$ cat src/daa_regs_pkg.sv
// Constants, register map and field layout of the control and status register bank.
// Assumes a 32-bit APB master with byte addresses, one aligned word per register.
package daa_regs_pkg;

  // ****************************************************************
  // Register indices; the byte address is four times the index.
  // ****************************************************************
  localparam int unsigned        ADDR_W           = 8;
  localparam logic [3:0]         IDX_CONTROL_TWO  = 4'h6;
  localparam logic [3:0]         IDX_RSVD_SEVEN   = 4'h7;
  localparam logic [3:0]         IDX_RSVD_EIGHT   = 4'h8;
  localparam logic [3:0]         IDX_SAMPLE_RATE  = 4'h9;
  localparam logic [3:0]         IDX_RSVD_TEN     = 4'ha;
  localparam logic [3:0]         IDX_REVISION     = 4'hb;
  localparam logic [3:0]         IDX_LINE_STATUS  = 4'hc;

  // ****************************************************************
  // Field positions.
  // ****************************************************************
  localparam int unsigned        TX_LVL_HI_BIT    = 6;
  localparam int unsigned        TX_LVL_LO_BIT    = 1;
  localparam int unsigned        RX_LVL_HI_BIT    = 5;
  localparam int unsigned        RX_LVL_LO_BIT    = 0;
  localparam int unsigned        LINE_PD_BIT      = 4;
  localparam int unsigned        SYS_PD_BIT       = 3;
  localparam int unsigned        LINK_ERR_BIT     = 7;
  localparam int unsigned        FRAME_LOCK_BIT   = 6;

  // ****************************************************************
  // Reset values and writable masks.
  // ****************************************************************
  localparam logic [7:0]         CONTROL_TWO_RST  = 8'h70;
  localparam logic [7:0]         CONTROL_TWO_MASK = 8'h7b;
  localparam logic [2:0]         SAMPLE_RATE_RST  = 3'h0;
  localparam logic [3:0]         REVISION_DEFAULT = 4'h1;

  // ****************************************************************
  // Call-progress level codes and attenuation in dB.
  // ****************************************************************
  localparam logic [1:0]         LVL_CODE_MUTE    = 2'h2;
  localparam logic [5:0]         TX_ATTEN_DB_00   = 6'h1a;
  localparam logic [5:0]         TX_ATTEN_DB_01   = 6'h14;
  localparam logic [5:0]         TX_ATTEN_DB_11   = 6'h20;
  localparam logic [5:0]         RX_ATTEN_DB_00   = 6'h06;
  localparam logic [5:0]         RX_ATTEN_DB_01   = 6'h00;
  localparam logic [5:0]         RX_ATTEN_DB_11   = 6'h0c;

  // ****************************************************************
  // Sample rates in Hz; zero marks the reserved code.
  // ****************************************************************
  localparam logic [13:0]        RATE_HZ_0        = 14'h1c20;
  localparam logic [13:0]        RATE_HZ_1        = 14'h1f40;
  localparam logic [13:0]        RATE_HZ_2        = 14'h2025;
  localparam logic [13:0]        RATE_HZ_3        = 14'h20d0;
  localparam logic [13:0]        RATE_HZ_4        = 14'h2328;
  localparam logic [13:0]        RATE_HZ_5        = 14'h2580;
  localparam logic [13:0]        RATE_HZ_6        = 14'h282e;
  localparam logic [13:0]        RATE_HZ_RSVD     = 14'h0000;

  // ****************************************************************
  // Loop current exceptions.
  // ****************************************************************
  localparam logic [4:0]         SENSE_HIGH_EXC   = 5'h1e;
  localparam logic [3:0]         LOOP_HIGH_EXC    = 4'he;
  localparam logic [4:0]         SENSE_LOW_EXC    = 5'h01;
  localparam logic [3:0]         LOOP_LOW_EXC     = 4'h1;

endpackage

$ cat src/daa_control_status_regs.sv
// Control and status register bank of the system-side line interface module.
// Assumes an APB master on sys_clk_in and link status inputs from logic on the same clock.
`timescale 1ns/1ps

module daa_control_status_regs #(
  parameter logic [3:0] REVISION = daa_regs_pkg::REVISION_DEFAULT  // Arbitrary value.
) (
  // Clock and reset.
  input  wire logic                                 sys_clk_in,
  input  wire logic                                 sys_rst_in,
  // APB slave.
  input  wire logic                                 psel_in,
  input  wire logic                                 penable_in,
  input  wire logic                                 pwrite_in,
  input  wire logic [daa_regs_pkg::ADDR_W-1:0]      paddr_in,
  input  wire logic [31:0]                          pwdata_in,
  input  wire logic [3:0]                           pstrb_in,
  output logic                                      pready_out,
  output logic [31:0]                               prdata_out,
  output logic                                      pslverr_out,
  // Line state from the link logic.
  input  wire logic                                 offhook_control_in,
  input  wire logic [4:0]                           line_sense_value_in,
  input  wire logic                                 link_error_event_in,
  input  wire logic                                 frame_lock_in,
  // Controls to the rest of the module.
  output logic [1:0]                                tx_callprog_level_out,
  output logic [1:0]                                rx_callprog_level_out,
  output logic                                      tx_callprog_mute_out,
  output logic                                      rx_callprog_mute_out,
  output logic [5:0]                                tx_callprog_atten_db_out,
  output logic [5:0]                                rx_callprog_atten_db_out,
  output logic                                      line_chip_powerdown_out,
  output logic                                      system_powerdown_out,
  output logic [2:0]                                sample_rate_select_out,
  output logic [13:0]                               sample_rate_hz_out,
  output logic [3:0]                                loop_current_field_out
);
  import daa_regs_pkg::*;

  // Output reset values follow the reset value of the control register.
  localparam logic [1:0] TX_LVL_RST = {CONTROL_TWO_RST[TX_LVL_HI_BIT], CONTROL_TWO_RST[TX_LVL_LO_BIT]};
  localparam logic [1:0] RX_LVL_RST = {CONTROL_TWO_RST[RX_LVL_HI_BIT], CONTROL_TWO_RST[RX_LVL_LO_BIT]};
  localparam logic [5:0] ATTEN_NONE = 6'h00;

  // ****************************************************************
  // Register state.
  // ****************************************************************
  logic [7:0]  control_two;
  logic [2:0]  sample_rate_select;
  logic        link_error;
  logic        frame_lock_flag;
  logic [3:0]  loop_current_field;
  logic        sys_pd_latched;

  // ****************************************************************
  // Address decode.
  // ****************************************************************
  wire         setup_phase   = psel_in & ~penable_in;
  wire         access_done   = psel_in & penable_in & pready_out;
  wire [3:0]   reg_index     = paddr_in[5:2];
  wire         addr_aligned  = (paddr_in[1:0] == 2'h0) & (paddr_in[ADDR_W-1:6] == '0);
  wire         hit_ctrl      = addr_aligned & (reg_index == IDX_CONTROL_TWO);
  wire         hit_rate      = addr_aligned & (reg_index == IDX_SAMPLE_RATE);
  wire         hit_rev       = addr_aligned & (reg_index == IDX_REVISION);
  wire         hit_status    = addr_aligned & (reg_index == IDX_LINE_STATUS);
  wire         hit_rsvd      = addr_aligned & ((reg_index == IDX_RSVD_SEVEN) |
                                               (reg_index == IDX_RSVD_EIGHT) |
                                               (reg_index == IDX_RSVD_TEN));
  wire         addr_mapped   = hit_ctrl | hit_rate | hit_rev | hit_status | hit_rsvd;
  wire         wr_low_lane   = access_done & pwrite_in & pstrb_in[0];
  wire         wr_ctrl       = wr_low_lane & hit_ctrl;
  wire         wr_rate       = wr_low_lane & hit_rate;
  wire         wr_status     = wr_low_lane & hit_status;

  // ****************************************************************
  // Read data mux; reserved bits and registers give zero.
  // ****************************************************************
  wire [7:0]   status_byte   = {link_error, frame_lock_flag, 2'h0, loop_current_field};
  wire [7:0]   read_byte     = hit_ctrl   ? control_two :
                               hit_rate   ? {5'h00, sample_rate_select} :
                               hit_rev    ? {4'h0, REVISION} :
                               hit_status ? status_byte : 8'h00;

  // ****************************************************************
  // Next values.
  // ****************************************************************
  wire [7:0]   next_control_two = (pwdata_in[7:0] & CONTROL_TWO_MASK);
  // A new error wins over a software clear in the same cycle.
  wire         next_link_error  = link_error_event_in |
                                  (link_error & ~(wr_status & ~pwdata_in[LINK_ERR_BIT]));

  // Loop current decode, exceptions only when off-hook.
  wire         offhook         = offhook_control_in;
  wire [3:0]   next_loop_current =
    (offhook & (line_sense_value_in == SENSE_HIGH_EXC)) ? LOOP_HIGH_EXC :
    (offhook & (line_sense_value_in == SENSE_LOW_EXC))  ? LOOP_LOW_EXC  :
    line_sense_value_in[4:1];

  // Level fields gathered from their split bit positions.
  wire [1:0]   tx_level = {control_two[TX_LVL_HI_BIT], control_two[TX_LVL_LO_BIT]};
  wire [1:0]   rx_level = {control_two[RX_LVL_HI_BIT], control_two[RX_LVL_LO_BIT]};

  logic [5:0]  next_tx_atten;
  logic [5:0]  next_rx_atten;
  logic [13:0] next_rate_hz;

  always_comb begin
    case (tx_level)
      2'h0:    next_tx_atten = TX_ATTEN_DB_00;
      2'h1:    next_tx_atten = TX_ATTEN_DB_01;
      2'h3:    next_tx_atten = TX_ATTEN_DB_11;
      default: next_tx_atten = 6'h00;
    endcase
    case (rx_level)
      2'h0:    next_rx_atten = RX_ATTEN_DB_00;
      2'h1:    next_rx_atten = RX_ATTEN_DB_01;
      2'h3:    next_rx_atten = RX_ATTEN_DB_11;
      default: next_rx_atten = 6'h00;
    endcase
    case (sample_rate_select)
      3'h0:    next_rate_hz = RATE_HZ_0;
      3'h1:    next_rate_hz = RATE_HZ_1;
      3'h2:    next_rate_hz = RATE_HZ_2;
      3'h3:    next_rate_hz = RATE_HZ_3;
      3'h4:    next_rate_hz = RATE_HZ_4;
      3'h5:    next_rate_hz = RATE_HZ_5;
      3'h6:    next_rate_hz = RATE_HZ_6;
      default: next_rate_hz = RATE_HZ_RSVD;
    endcase
  end

  // ****************************************************************
  // APB answer: one wait-free access phase after each setup cycle.
  // ****************************************************************
  always_ff @(posedge sys_clk_in) begin
    if (sys_rst_in) begin
      pready_out  <= 1'b0;
      prdata_out  <= 32'h0000_0000;
      pslverr_out <= 1'b0;
    end else begin
      pready_out  <= setup_phase;
      prdata_out  <= (setup_phase & ~pwrite_in) ? {24'h000000, read_byte} : 32'h0000_0000;
      pslverr_out <= setup_phase & ~addr_mapped;
    end
  end

  // ****************************************************************
  // Control registers.
  // ****************************************************************
  always_ff @(posedge sys_clk_in) begin
    if (sys_rst_in) begin
      control_two        <= CONTROL_TWO_RST;
      sample_rate_select <= SAMPLE_RATE_RST;
    end else begin
      if (wr_ctrl) begin
        control_two <= next_control_two;
      end
      if (wr_rate) begin
        sample_rate_select <= pwdata_in[2:0];
      end
    end
  end

  // ****************************************************************
  // Status registers.
  // ****************************************************************
  always_ff @(posedge sys_clk_in) begin
    if (sys_rst_in) begin
      link_error         <= 1'b0;
      frame_lock_flag    <= 1'b0;
      loop_current_field <= 4'h0;
    end else begin
      link_error         <= next_link_error;
      frame_lock_flag    <= frame_lock_in;
      loop_current_field <= next_loop_current;
    end
  end

  // ****************************************************************
  // Power-down: the system side stays down until reset, whatever the bit.
  // ****************************************************************
  always_ff @(posedge sys_clk_in) begin
    if (sys_rst_in) begin
      sys_pd_latched <= 1'b0;
    end else if (control_two[SYS_PD_BIT]) begin
      sys_pd_latched <= 1'b1;
    end
  end

  // ****************************************************************
  // Registered outputs.
  // ****************************************************************
  always_ff @(posedge sys_clk_in) begin
    if (sys_rst_in) begin
      // The reset code of both level fields mutes both paths.
      tx_callprog_level_out    <= TX_LVL_RST;
      rx_callprog_level_out    <= RX_LVL_RST;
      tx_callprog_mute_out     <= (TX_LVL_RST == LVL_CODE_MUTE);
      rx_callprog_mute_out     <= (RX_LVL_RST == LVL_CODE_MUTE);
      tx_callprog_atten_db_out <= ATTEN_NONE;
      rx_callprog_atten_db_out <= ATTEN_NONE;
      line_chip_powerdown_out  <= CONTROL_TWO_RST[LINE_PD_BIT];
      system_powerdown_out     <= CONTROL_TWO_RST[SYS_PD_BIT];
      sample_rate_select_out   <= SAMPLE_RATE_RST;
      sample_rate_hz_out       <= RATE_HZ_0;
      loop_current_field_out   <= 4'h0;
    end else begin
      tx_callprog_level_out    <= tx_level;
      rx_callprog_level_out    <= rx_level;
      tx_callprog_mute_out     <= (tx_level == LVL_CODE_MUTE);
      rx_callprog_mute_out     <= (rx_level == LVL_CODE_MUTE);
      tx_callprog_atten_db_out <= next_tx_atten;
      rx_callprog_atten_db_out <= next_rx_atten;
      line_chip_powerdown_out  <= control_two[LINE_PD_BIT];
      system_powerdown_out     <= sys_pd_latched | control_two[SYS_PD_BIT];
      sample_rate_select_out   <= sample_rate_select;
      sample_rate_hz_out       <= next_rate_hz;
      loop_current_field_out   <= loop_current_field;
    end
  end

endmodule

$ cat config.mk
export PLATFORM = sky130hd
export DESIGN_NAME = daa_control_status_regs
export DESIGN_NICKNAME = d
export VERILOG_FILES = /design/src/daa_regs_pkg.sv /design/src/daa_control_status_regs.sv
export SDC_FILE = /design/constraint.sdc
export NUM_CORES = 1
export LEC_CHECK = 0
export BUFFER_PORTS_ARGS = -buffer_cell sky130_fd_sc_hd__buf_2
export CAP_MARGIN = 20
export CORE_MARGIN = 3
export CORE_UTILIZATION = 46
export DETAILED_ROUTE_END_ITERATION = 8
export PLACE_DENSITY = 0.92
export SYNTH_ARGS = -nofsm -noshare
export SYNTH_HDL_FRONTEND = slang
export SYNTH_SLANG_ARGS = --single-unit
$ cat constraint.sdc
create_clock -name sys_clk_in -period 5.4 [get_ports sys_clk_in]
set_clock_uncertainty 0.1 [all_clocks]
set_input_delay 0.54 -clock sys_clk_in [delete_from_list [all_inputs] [get_ports sys_clk_in]]
set_output_delay 0.54 -clock sys_clk_in [all_outputs]
set_load 0.01 [all_outputs]
==> After elaboration in Yosys (flattened, before gate mapping) <==
Index checks and enable logic that the tools add are counted.
{ "classes": {"n_addsub": 0, "n_mul": 0, "div_mod_pow": 0, "magnitude_cmp": 0, "eq_ne": 20, "shifts": 0, "n_mux": 9, "bitwise": 34, "reduce_logical": 7} }
{ "ops": {"columns": ["op", "count"], "rows": [
  ["$pmux 14 s7", 1],
  ["$mux 8", 4],
  ["$and 1x1->1", 20],
  ["$eq 4x4->1 const B", 5],
  ["$pmux 6 s3", 1],
  ["$eq 3x3->1 const B", 3],
  ["$eq 2x2->1 const B", 4],
  ["$eq 4x3->1 const B", 2],
  ["$logic_not 2->1", 4],
  ["$mux 4", 2],
  ["$or 1x1->1", 8],
  ["$pmux 4 s2", 1],
  ["$eq 3x2->1 const B", 2],
  ["$not 1->1", 6],
  ["$eq 5x1->1 const B", 1],
  ["$eq 5x5->1 const B", 1],
  ["$reduce_or 2->1", 2],
  ["$eq 3x1->1 const B", 1],
  ["$logic_not 3->1", 1],
  ["$eq 2x1->1 const B", 1]
]} }
{ "word_totals": {"regBits": 91, "latchBits": 0, "mem_bits_rw": 0, "mem_bits_ro": 0, "in_bits": 57, "out_inout_bits": 75, "n_memories": 0} }

==> Depth between registers and ports, before layout <==
{ "logic_depth": {"depth_word": 9, "mapped_depth": 4} }

==> Least setup slack after synthesis <==
Ideal clock, no wire load.
{ "synth_path": {"path_kind": "in2reg", "from": "input paddr_in[1] (netlist bit)", "to": "register control_two[0]", "arrival_time_ns": 1.896, "required_ns": 5.228, "setup_slack_ns": 3.333, "stages": 4, "n_path_buf": 1, "cell_sequence": "or4_4 -> buf_6 -> nor4_4 -> mux2i_1"} }
{ "synth_via": {"elab_chain_cells": 4} }
{ "synth_rtl": {"columns": ["element", "line", "text"], "rows": [
  ["from (decl)", "daa_control_status_regs.sv:15", "input wire logic [daa_regs_pkg::ADDR_W-1:0] paddr_in,"],
  ["$logic_not 2->1", "daa_control_status_regs.sv:62", "wire addr_aligned = (paddr_in[1:0] == 2'h0) & (paddr_in[ADDR_W-1:6] == '0);"],
  ["$and 1x1->1", "daa_control_status_regs.sv:62", null],
  ["$and 1x1->1", "daa_control_status_regs.sv:63", "wire hit_ctrl = addr_aligned & (reg_index == IDX_CONTROL_TWO);"],
  ["$and 1x1->1", "daa_control_status_regs.sv:72", "wire wr_ctrl = wr_low_lane & hit_ctrl;"],
  ["to (signal assigned)", "daa_control_status_regs.sv:157", "control_two <= next_control_two;"],
  ["to (decl)", "daa_control_status_regs.sv:49", "logic [7:0] control_two;"]
]} }
Every way passes these cells.
A chain may end at the register's enable or synchronous reset.

==> Worst setup path in the final report <==
{ "layout_path": {"from": "input sys_rst_in", "to": "register prdata_out[6]"} }
{ "layout_via": {"elab_chain_cells": 1} }
{ "layout_rtl": {"columns": ["element", "line", "text"], "rows": [
  ["from (decl)", "daa_control_status_regs.sv:10", "input wire logic sys_rst_in,"],
  ["$reduce_or 2->1 (no source line)", null, null],
  ["to (signal assigned)", "daa_control_status_regs.sv:143", "prdata_out <= (setup_phase & ~pwrite_in) ? {24'h000000, read_byte} : 32'h0000_0000;"],
  ["to (decl)", "daa_control_status_regs.sv:19", "output logic [31:0] prdata_out,"]
]} }
Every way passes these cells.

==> results.ini <==
[detailed_routing]
routed_wl_um = 4579
detail_route.wl_per_cell_um = 12.61
drtAntennaViolNets = 0
dr.pass1.iters = 4
drc = 0
dr_total_vias = 1644
initialDrtViolationCount = 64
via_per_inst = 4.529

[clock_network]
htree_levels = 3
clkTransAtPathRegs_ns = 0.06
cts_buffer_depth = 2
tritoncts = done
hold_buffers = 0
cts_buffers = 9
clk_latency_ns = 0.33
cts_root_buf = clkbuf_8
clock_sinks = 62
post_cts_resized = 0
postCtsSetupRepairBufs = 0

[timing]
finalSetupViolCount = 0
worst_pin_slew_ns = 0.6909
finalMaxSlewViolations = 0
hold_viol = 0
hold_ws_ns = 0.3305
setup_tns_ns = 0
min_period_over_period = 0.3838
relSlewSlack = 0.5359
fmax_mhz = 482.5
rsz0062_at_grt = no
min_period_ns = 2.072

[logic_synthesis]
synthTopCellsByArea = dfxtp_1 (55%), buf_4 (9.6%), mux2i_1 (4.0%), nor2b_1 (3.6%), nor2_1 (3.3%)
syn_inst = 213
synth_async_sr_flop_share = 0
synth_top_area_cell = dfxtp_1
yosysUniqueCellTypes = 38
synth_commonest_cells = dfxtp_1 (62), buf_4 (29), nor2_1 (20), nor2b_1 (13), inv_1 (11)
yosysSeqAreaShare = 0.5499
ys_ff_latch = 62
synth_most_common_cell = dfxtp_1
synth-main-ff-cell = dfxtp_1
synth_area_um2 = 2257
yosysTopAreaCellShare = 0.5499
yosys_warnings = 0
synth_enable_flop_cells = 0
syn_area_per_cell_um2 = 10.60

[finish]
syn2layout_area_growth_pct = 23.00
finalNetCount = 353
drive_gt1_frac = 0.3221
n_antenna_cell = 0
instances_no_fill = 363
fin_util = 0.6123

[setup_path]
reg2reg_slack_ns = 3.79
worst_ep_arrival_time_ns = 2.24
endpoint_kind = flip-flop
worstReg2RegStart = pready_out
crit_required_ns = 5.57
cp_slowest_cell = or4b_1
r2r-end = control_two[6]
cp-start-kind = input pin
crit_fanout = 35
reg2reg_depth = 3
crit_chain = buf_2 > or4b_1 > nor3_1 > a22o_1
crit_type = input pin to flip-flop
slowest_delay_ns = 0.59
critPathTopFamily = simple AND/OR/NAND/NOR gates
path_buf_inv = 1

[power_and_ir_drop]
power_leakage_nw = 1.331
power.total_w = 0.0009032
power.density_nw_per_um2 = 325.3
irDropWorstVdd_uv = 142.8

[die]
die_height_um = 76.05
fp.coreArea_um2 = 4534
ios = 132
rows = 24
start_util = 0.4978
die_w_um = 76.05
dieArea_um2 = 5784

[place]
dp_cells = 347
dpl.hpwl_um = 3397
io_buffers = 76
routabilityCongestion = 0.7175

[grt]
grt_usage = 0.1617
grt_pass1_vias = 1608
grt_max_degree = 36
antenna_found_initial = 0
grt_overflow = 0
grt_pass1_wl_um = 7355

[min_path]
hp-start = penable_in
holdPathEnd = pready_out
hp-class = input pin to flip-flop
min_path_cells = 2

[flow_run]
cap_viol_max_count = 0

[run_status]
outcome = completed

==> worst reg2reg max path, stage by stage (launching register included) <==
cell	delay, ns
dfxtp_1	0.34
nand2_1	0.16
nor4_4	0.67
mux2i_1	0.27
==> power breakdown <==
part / switching (W) / total (W) / internal (W)
combinational: 0.0000271 / 0.0000434 / 0.0000163
sequential: 0.00000172 / 0.000464 / 0.000462
clock: 0.000160 / 0.000396 / 0.000236
total: 0.000189 / 0.000903 / 0.000714
==> layout make-up <==
class | count | area (um^2)
clock buffer | 12 | 155.1
clock inverter | 4 | 45.04
fill | 384 | 1758
inverter | 11 | 41.29
multi-input combinational | 133 | 832.0
sequential | 62 | 1241
tap | 65 | 81.33
timing repair buffer | 76 | 380.4
==> stage by stage <==
step | setup slack, ns | area (um^2)
finish | 3.328 | 2776
global route | 3.226 | 2776
CTS | 3.345 | 2776
detailed placement | 3.000 | 2576
global placement | 3.016 | 2576
floorplan | 3.333 | 2359
==> cells by family after synthesis <==
logic type / after synthesis / synth area share
other: 1 / 0.001661
AO/OA/AOI/OAI: 16 / 0.04989
XOR/XNOR: 1 / 0.003881
AND/OR/NAND/NOR: 76 / 0.2118
buffers and inverters: 45 / 0.1264
flip-flops: 62 / 0.5499
multiplexers: 9 / 0.03991
adder cells (fa/ha/maj): 3 / 0.01663
==> layer usage <==
layer,GRT usage,routed length (um),up-vias,part of all wire
li1,-,-,807,-
met1,0.1760,1860,744,0.41
met2,0.2784,2191,86,0.48
met3,0.06974,475,7,0.10
met4,0.06159,52,0,0.011
met5,0,0,-,0
==> state kept, by name (all words and copies together) (netlist names), 4 cells and up <==
register,cells
loop_current_field_out,4
tx_callprog_atten_db_out,4
loop_current_field,4
control_two,6
sample_rate_hz_out,14
prdata_out,8
==> layout by cell type, fill, tap and decap left out, types with 2 or more instances in the layout <==
master	count
buf_2	76
dfxtp_1	62
conb_1	28
nor2_1	20
nor2b_1	13
inv_1	11
clkbuf_8	11
nand2b_1	9
mux2i_1	9
and2_1	7
nor3_1	4
a21oi_1	3
nor4b_1	3
a22oi_1	3
ha_1	3
clkinv_2	3
nand2_1	2
nor3b_1	2
nand3_1	2
or4bb_1	2
nor4_4	2
or2_2	2
nor4_1	2
a22o_1	2
o2bb2ai_1	2
==> worst max path at each step <==
| stage | to | slack (ns) | depth (start not counted) | startpoint |
|---|---|---|---|---|
| 2_1_floorplan | control_two[0] | 3.33 | 4 | paddr_in[1] |
| 3_3_place_gp | prdata_out[3] | 3.02 | 4 | sys_rst_in |
| 3_5_place_dp | prdata_out[6] | 3.00 | 4 | sys_rst_in |
| 4_1_cts | prdata_out[6] | 3.35 | 4 | sys_rst_in |
| 5_1_grt | prdata_out[3] | 3.23 | 4 | sys_rst_in |
| 6_report | prdata_out[6] | 3.33 | 4 | sys_rst_in |
No activity file was read; power rests on OpenSTA's default activity.
